File: config.mk
export PLATFORM = sky130hd
export DESIGN_NAME = drive_serial_comm_config
export DESIGN_NICKNAME = d
export VERILOG_FILES = /design/src/design/serial_cfg_pkg.sv /design/src/design/drive_serial_comm_config.sv
export SDC_FILE = /design/constraint.sdc
export NUM_CORES = 1
export LEC_CHECK = 0
export ABC_AREA = 0
export BUFFER_PORTS_ARGS = -buffer_cell sky130_fd_sc_hd__buf_2
export CAP_MARGIN = 20
export CORE_AREA = 4 4 142 144
export CTS_BUF_LIST = sky130_fd_sc_hd__clkbuf_8
export CTS_CLUSTER_DIAMETER = 30
export DETAILED_ROUTE_END_ITERATION = 10
export DIE_AREA = 0 0 146 148
export HOLD_SLACK_MARGIN = 0.02
export MAX_ROUTING_LAYER = met4
export SYNTH_ARGS = -nofsm -noshare
export SYNTH_HDL_FRONTEND = slang
export SYNTH_SLANG_ARGS = --single-unit
File: constraint.sdc
create_clock -name pclk -period 3.1 [get_ports pclk]
set_clock_uncertainty 0.05 [all_clocks]
set_input_delay 0.31 -clock pclk [delete_from_list [all_inputs] [get_ports pclk]]
set_output_delay 0.31 -clock pclk [all_outputs]
set_load 0.005 [all_outputs]
File: src/design/serial_cfg_pkg.sv
package serial_cfg_pkg;
  // Clock and timing
  localparam int unsigned CLK_HZ         = 125_000_000;
  localparam int unsigned TENTH_SEC_MS   = 100;
  localparam int unsigned TENTH_CYCLES   = CLK_HZ / 1000 * TENTH_SEC_MS;
  localparam int unsigned MS_CYCLES      = CLK_HZ / 1000;
  localparam int unsigned WAIT_MIN_MS    = 5;
  localparam int unsigned WAIT_MAX_MS    = 65;
  localparam int unsigned STATION_MIN    = 1;
  localparam int unsigned STATION_MAX    = 32;

  // Bit period in clock cycles, rounded to nearest
  localparam int unsigned BAUD_4800      = 4800;
  localparam int unsigned BAUD_9600      = 9600;
  localparam int unsigned BAUD_38400     = 38400;
  localparam logic [15:0] DIV_4800       = 16'((CLK_HZ + BAUD_4800 / 2) / BAUD_4800);
  localparam logic [15:0] DIV_9600       = 16'((CLK_HZ + BAUD_9600 / 2) / BAUD_9600);
  localparam logic [15:0] DIV_38400      = 16'((CLK_HZ + BAUD_38400 / 2) / BAUD_38400);

  // Register byte addresses
  localparam logic [7:0] ADDR_STATION    = 8'h00;
  localparam logic [7:0] ADDR_FORMAT     = 8'h04;
  localparam logic [7:0] ADDR_TIMEOUT    = 8'h08;
  localparam logic [7:0] ADDR_TXWAIT     = 8'h0c;
  localparam logic [7:0] ADDR_STATUS     = 8'h10;
  localparam logic [7:0] ADDR_MASK       = 8'h14;
  localparam logic [7:0] ADDR_STATE      = 8'h18;

  // Reset values
  localparam logic [5:0] STATION_RST     = 6'h01;
  localparam logic [6:0] WAIT_RST        = 7'h05;

  // Status bit positions
  localparam int unsigned ST_TIMEOUT     = 0;
  localparam int unsigned ST_FRAME       = 1;

  // Codes
  localparam logic [1:0] BAUD_CODE_4800  = 2'h0;
  localparam logic [1:0] BAUD_CODE_9600  = 2'h1;
  localparam logic [1:0] BAUD_CODE_38400 = 2'h3;
  localparam logic [1:0] ACT_DECEL1      = 2'h0;
  localparam logic [1:0] ACT_COAST       = 2'h1;
  localparam logic [1:0] ACT_DECEL2      = 2'h2;
  localparam logic [1:0] ACT_KEEP        = 2'h3;

  typedef enum logic [1:0] {
    W_IDLE = 2'b01,
    W_BUSY = 2'b10
  } wait_state_t;

  typedef struct packed {
    logic       framing_ascii;
    logic [1:0] baud_code;
    logic       stop_two;
    logic [1:0] parity;
    logic       data_seven;
  } char_fmt_t;

  typedef struct packed {
    logic stop_decel1;
    logic stop_coast;
    logic stop_decel2;
    logic keep_running;
  } stop_cmd_t;

  typedef struct packed {
    logic [5:0]  station;
    char_fmt_t   fmt;
    logic [7:0]  to_time;
    logic [1:0]  to_action;
    logic [6:0]  wait_ms;
    logic [1:0]  status;
    logic [1:0]  mask;
    logic [31:0] to_sub;
    logic [7:0]  to_tenth;
    logic        timed_out;
    wait_state_t wstate;
    logic [31:0] wt_sub;
    logic [6:0]  wt_ms;
    logic        resp_start;
    logic        match;
  } state_t;
endpackage

File: src/design/drive_serial_comm_config.sv
// Register access over APB and the placing of the registers were left to the implementer.
`timescale 1ns/100ps
`default_nettype none

// How it works
// - Station number 1..32 is settable; only frames with that number are accepted.
// - Framing bit: 0 selects RTU, 1 selects ASCII; both ends agree.
// - Baud code 0 is 4800, 1 is 9600, 3 is 38400 bit/s.
// - Stop bits, parity and data width are set before exchanging frames.
// - Link timeout is settable 0.0 to 25.5 s in 0.1 s steps.
// - Action 0 on timeout: decelerate with time 1, show timeout indication.
// - Timeout time of zero disables supervision.
// - Action 1 coasts, 2 uses decel time 2, 3 keeps running; all indicate.
// - Response starts 5 to 65 ms after the accepted request.
module drive_serial_comm_config #(
  parameter int unsigned TENTH_CYC = serial_cfg_pkg::TENTH_CYCLES,
  parameter int unsigned MS_CYC    = serial_cfg_pkg::MS_CYCLES
) (
  input  wire logic                      pclk,
  input  wire logic                      presetn,
  input  wire logic                      psel,
  input  wire logic                      penable,
  input  wire logic                      pwrite,
  input  wire logic [7:0]                paddr,
  input  wire logic [31:0]               pwdata,
  output logic      [31:0]               prdata,
  output logic                           pready,
  output logic                           pslverr,
  input  wire logic                      frame_valid,
  input  wire logic [7:0]                frame_station,
  output logic                           frame_accept,
  output logic                           resp_start,
  output serial_cfg_pkg::char_fmt_t      char_fmt,
  output logic      [15:0]               baud_div,
  output logic                           link_timeout_indication,
  output serial_cfg_pkg::stop_cmd_t      stop_cmd,
  output logic                           irq
);
  import serial_cfg_pkg::*;

  state_t s_reg;
  state_t s_next;
  logic   wr;
  logic   rd;
  logic   mapped;
  logic   hit;
  logic   expire;
  logic   wt_done;
  logic [1:0] ev;

  ////////////////////////////////////////////////////////////////////////////
  // Bus decode, always ready

  assign wr      = psel & penable & pwrite;
  assign rd      = psel & ~pwrite;
  assign pready  = 1'b1;
  assign mapped  = (paddr == ADDR_STATION) | (paddr == ADDR_FORMAT) | (paddr == ADDR_TIMEOUT) |
                   (paddr == ADDR_TXWAIT) | (paddr == ADDR_STATUS) | (paddr == ADDR_MASK) |
                   (paddr == ADDR_STATE);
  assign pslverr = psel & penable & ~mapped;

  always_comb begin
    prdata = 32'h0;
    if (rd) begin
      unique case (paddr)
        ADDR_STATION: prdata = {26'h0, s_reg.station};
        ADDR_FORMAT:  prdata = {25'h0, s_reg.fmt};
        ADDR_TIMEOUT: prdata = {22'h0, s_reg.to_action, s_reg.to_time};
        ADDR_TXWAIT:  prdata = {25'h0, s_reg.wait_ms};
        ADDR_STATUS:  prdata = {30'h0, s_reg.status};
        ADDR_MASK:    prdata = {30'h0, s_reg.mask};
        ADDR_STATE:   prdata = {30'h0, s_reg.wstate == W_BUSY, s_reg.timed_out};
        default:      prdata = 32'h0;
      endcase
    end
  end

  ////////////////////////////////////////////////////////////////////////////
  // Frame filter and timers

  assign hit     = frame_valid & (frame_station == {2'h0, s_reg.station});
  assign expire  = (s_reg.to_time != 8'h0) & ~s_reg.timed_out & ~hit &
                   (s_reg.to_sub == TENTH_CYC - 1) &
                   (s_reg.to_tenth == s_reg.to_time - 8'h1);
  assign wt_done = (s_reg.wstate == W_BUSY) & (s_reg.wt_sub == MS_CYC - 1) &
                   (s_reg.wt_ms == s_reg.wait_ms - 7'h1);
  assign ev      = {hit, expire};

  always_comb begin
    s_next            = s_reg;
    s_next.match      = hit;
    s_next.resp_start = 1'b0;

    // Configuration writes; out-of-range station and wait values are dropped so the old value stays
    if (wr) begin
      unique case (paddr)
        ADDR_STATION: begin
          if (pwdata[31:0] >= STATION_MIN && pwdata[31:0] <= STATION_MAX) begin
            s_next.station = pwdata[5:0];
          end
        end
        ADDR_FORMAT:  s_next.fmt = pwdata[6:0];
        ADDR_TIMEOUT: begin
          s_next.to_time   = pwdata[7:0];
          s_next.to_action = pwdata[9:8];
        end
        ADDR_TXWAIT: begin
          if (pwdata[31:0] >= WAIT_MIN_MS && pwdata[31:0] <= WAIT_MAX_MS) begin
            s_next.wait_ms = pwdata[6:0];
          end
        end
        ADDR_STATUS:  s_next.status = s_reg.status & ~pwdata[1:0];
        ADDR_MASK:    s_next.mask = pwdata[1:0];
        default:      s_next.mask = s_reg.mask;
      endcase
    end
    // Set wins over a same-cycle clear
    s_next.status = s_next.status | ev;

    // Timeout supervision
    if (s_reg.to_time == 8'h0 || hit) begin
      s_next.to_sub   = 32'h0;
      s_next.to_tenth = 8'h0;
      s_next.timed_out = 1'b0;
    end else if (expire) begin
      s_next.timed_out = 1'b1;
    end else if (!s_reg.timed_out) begin
      if (s_reg.to_sub == TENTH_CYC - 1) begin
        s_next.to_sub   = 32'h0;
        s_next.to_tenth = s_reg.to_tenth + 8'h1;
      end else begin
        s_next.to_sub = s_reg.to_sub + 32'h1;
      end
    end

    // Turnaround delay before the reply
    unique case (s_reg.wstate)
      W_IDLE: begin
        if (hit) begin
          s_next.wstate = W_BUSY;
          s_next.wt_sub = 32'h0;
          s_next.wt_ms  = 7'h0;
        end
      end
      W_BUSY: begin
        if (wt_done) begin
          s_next.wstate     = W_IDLE;
          s_next.resp_start = 1'b1;
        end else if (s_reg.wt_sub == MS_CYC - 1) begin
          s_next.wt_sub = 32'h0;
          s_next.wt_ms  = s_reg.wt_ms + 7'h1;
        end else begin
          s_next.wt_sub = s_reg.wt_sub + 32'h1;
        end
      end
      default: s_next.wstate = W_IDLE;
    endcase
  end

  always_ff @(posedge pclk or negedge presetn) begin
    if (!presetn) begin
      s_reg         <= '0;
      s_reg.station <= STATION_RST;
      s_reg.wait_ms <= WAIT_RST;
      s_reg.wstate  <= W_IDLE;
    end else begin
      s_reg <= s_next;
    end
  end

  ////////////////////////////////////////////////////////////////////////////
  // Outputs

  assign frame_accept            = s_reg.match;
  assign resp_start              = s_reg.resp_start;
  assign char_fmt                = s_reg.fmt;
  assign link_timeout_indication = s_reg.timed_out;
  assign irq                     = |(s_reg.status & s_reg.mask);

  // Code 2 is not a documented rate; it falls back to 9600 as a safe default
  always_comb begin
    unique case (s_reg.fmt.baud_code)
      BAUD_CODE_4800:  baud_div = DIV_4800;
      BAUD_CODE_38400: baud_div = DIV_38400;
      default:         baud_div = DIV_9600;
    endcase
  end

  always_comb begin
    stop_cmd              = '0;
    stop_cmd.stop_decel1  = s_reg.timed_out & (s_reg.to_action == ACT_DECEL1);
    stop_cmd.stop_coast   = s_reg.timed_out & (s_reg.to_action == ACT_COAST);
    stop_cmd.stop_decel2  = s_reg.timed_out & (s_reg.to_action == ACT_DECEL2);
    stop_cmd.keep_running = s_reg.timed_out & (s_reg.to_action == ACT_KEEP);
  end
endmodule

`default_nettype wire

==> impl_metrics.py <==
metrics = {
    "floorplanning": {
        "io_pins": 119,
        "num_rows": 50,
        "die-area_sq_um": 21600,
        "initial_utilization_pct": 39.9,
        "die_x_microns": 146,
        "die_height_microns": 148,
        "coreArea_sq_um": 18700,
    },
    "synth": {
        "synth.most_common_cell": "dfrtp_1",
        "synth_commonest_cells": "dfrtp_1 (114), nand2_1 (70), o21ai_0 (51)",
        "ys_warn_count": 0,
        "ys.flop_type": "dfrtp_1",
        "synth.largest_area_cell": "dfrtp_1",
        "synth_cell_types": 65,
        "seq_area_frac_synth_pct": 39.6,
        "synth_edf_count": 0,
        "synth_area_sq_um": 7470,
        "synth.top_cell.area_share_pct": 38.2,
        "syn_area_per_cell_sq_um": 8.98,
        "ys_ff_latch": 118,
        "synthCells": 832,
        "async_flop_share_pct": 100,
        "netlist_top_cells_area": "dfrtp_1 (38%), mux2_2 (4.8%), buf_4 (4.0%), nand2_1 (3.5%), o21ai_0 (3.4%)",
    },
    "timing": {
        "worst_pin_slew_ns": 1.03,
        "rsz0062_at_grt": "no",
        "setup_tns_ns": 0,
        "min_period_ns": 2.87,
        "slew_viol_final": 0,
        "setup_violations": 0,
        "fmax_mhz": 348,
        "hold_viol": 0,
        "slew_headroom_pct": 31.2,
        "finalCritPeriodShare_pct": 92.7,
    },
    "finish": {
        "num-fill-cells": 1822,
        "fin_nets": 977,
        "syn2layout_area_growth_pct": 13.6,
        "drive_gt1_share_pct": 21.1,
        "seq_area_sq_um": 2960,
        "multiInputGateArea_sq_um": 4070,
        "largest_reg_flops": 108,
        "stdcell_area_sq_um": 8490,
    },
    "placed_design": {
        "place.gp.congestion": 0.846,
        "place_hpwl_microns": 13900,
        "io_buffers": 92,
        "place_area_sq_um": 8050,
    },
    "clock_network": {
        "clockBufferDepth": 2,
        "cts.sinks": 118,
        "cts_buffers": 17,
        "cts_tree": "yes",
        "htreeDepth": 4,
        "post-cts-setup-buffers": 0,
        "path_clk_slew_ns": 0.07,
        "root_buffer": "clkbuf_8",
        "insertion_delay_ns": 0.44,
    },
    "routing": {
        "postRouteWirelength_microns": 19100,
        "wire_per_inst_microns": 16.5,
        "drtAntennaViolNets": 0,
        "drt_iter0_drc": 514,
        "drt-pass1-iter-count": 5,
        "route.detailed.drc": 0,
        "num_vias": 6464,
        "viasPerCell": 5.57,
    },
    "global_route": {
        "grt-ovfl-total": 0,
        "grt_first_pass_wirelength_microns": 31400,
        "first_global_vias": 6116,
        "grt_max_degree": 62,
        "track_usage_pct": 18.2,
        "antenna_found_initial": 1,
    },
    "setup_path": {
        "required_ns": 3.41,
        "worstSetupStartpointType": "register",
        "crit_type": "reg2reg",
        "crit_fanout": 61,
        "crit_arrival_ns": 3.19,
        "cp-end-kind": "register",
    },
    "pwr": {
        "clock_power_share_pct": 45.7,
        "irDropWorstVdd_mv": 0.303,
        "comb_power_share_pct": 6.9,
        "p_leak_uw": 0.00386,
        "p_sw_share_pct": 24.1,
        "seq_power_share_pct": 47.5,
        "power.net_switching_uw": 790,
        "powerDensity_nw_per_um2": 387,
        "internal_power_uw": 2490,
    },
    "job": {
        "drv_cap": 0,
    },
    "status": {
        "status": "finished, final reports clean",
    },
    "hold_path": {
        "hp-class": "in2reg",
    },
}
-- logic make-up after synthesis --
kind of cell | after synthesis | synth area share (%)
AOI/OAI and AO/OA | 189 | 16.0
xor gates and xnor gates | 27 | 3.35
adders and majority gates | 10 | 1.67
buffers and inverters | 97 | 7.50
DFF | 118 | 39.6
muxes | 41 | 6.36
other | 2 | 0.101
and+or+nand+nor | 348 | 25.4
-- layer usage --
| layer | global-route usage [%] | part of all wire [%] | wire (microns) | vias up |
|---|---|---|---|---|
| met5 | - | 0 | 0 | - |
| met4 | 5.03 | 1.3 | 248 | 0 |
| met3 | 4.20 | 4.4 | 841 | 18 |
| met2 | 27.3 | 47 | 8890 | 143 |
| met1 | 24.9 | 48 | 9140 | 3100 |
| li1 | - | - | - | 3203 |
-- per-stage QoR --
stage	total power (uW)	hold WS (ns)	worst slack, ns	utilization [%]	std cells
3_5_place_dp	1810	0.317	0.187	43.0	1127
2_1_floorplan	1720	-0.0356	0.247	-	856
5_1_grt	3430	0.0445	0.0621	45.4	1161
4_1_cts	3320	0.0507	0.191	45.3	1160
6_report	3280	0.0746	0.225	45.4	1161
3_3_place_gp	1810	0.321	0.171	43.0	1127
-- worst max-delay path, cell delays in order (launching register included) --
cell      delay [ns]
dfstp_2         0.62
inv_1           0.06
ha_1            0.28
xnor3_1         0.20
nand4b_1        0.11
a31oi_2         0.12
o2111a_2        0.28
o21ba_1         0.20
buf_12          0.18
or4_1           0.52
a21oi_1         0.16
-- power by group through the flow --
stage | Sequential (uW) | Combinational (uW) | Clock (uW)
5_1_grt | 1560 | 254 | 1610
4_1_cts | 1560 | 227 | 1540
2_1_floorplan | 1580 | 131 | 0
3_5_place_dp | 1590 | 226 | 0
3_3_place_gp | 1590 | 225 | 0
6_report | 1560 | 225 | 1500
-- what timing repair did --
action,CTS,global route
setup endpoints to repair,0,1
endpoints found under the hold margin,44,0
hold buffers,1,0
resized for setup,0,1
-- layout by cell type (no fill, tap or decap), types with 27 or more instances in the layout --
cell type  instances
o31ai_1           29
buf_2             91
nand2_1           70
mux2_2            32
nor2_1            47
o21ai_0           51
dfrtp_1          114
nand3_1           34
a21oi_1           44
nor3_1            27
-- final timing paths --
path                           start          to  slack (ns)  cells past startpoint
setup / recovery           s_reg[88]   s_reg[39]        0.23                     10
hold / removal             pwdata[7]  s_reg[104]        0.07                      2
setup reg to reg           s_reg[88]   s_reg[39]        0.23                     10
hold reg to reg            s_reg[72]   s_reg[72]        0.45                      1
max in group asynchronous    presetn   s_reg[41]        1.85                      3
min in group asynchronous    presetn   s_reg[95]        0.38                      2
-- final cells by class --
type                    instances  share of cell area [%]
diodes                          1                  0.0295
clock buffers                  21                    3.41
multi-input cells             641                    47.9
clock inverters                11                    1.55
inverters                      18                   0.796
repair buffers                117                    7.99
flip-flops and latches        118                    34.8
well taps                     234                    3.45
Power figures use the tool's default switching activity.
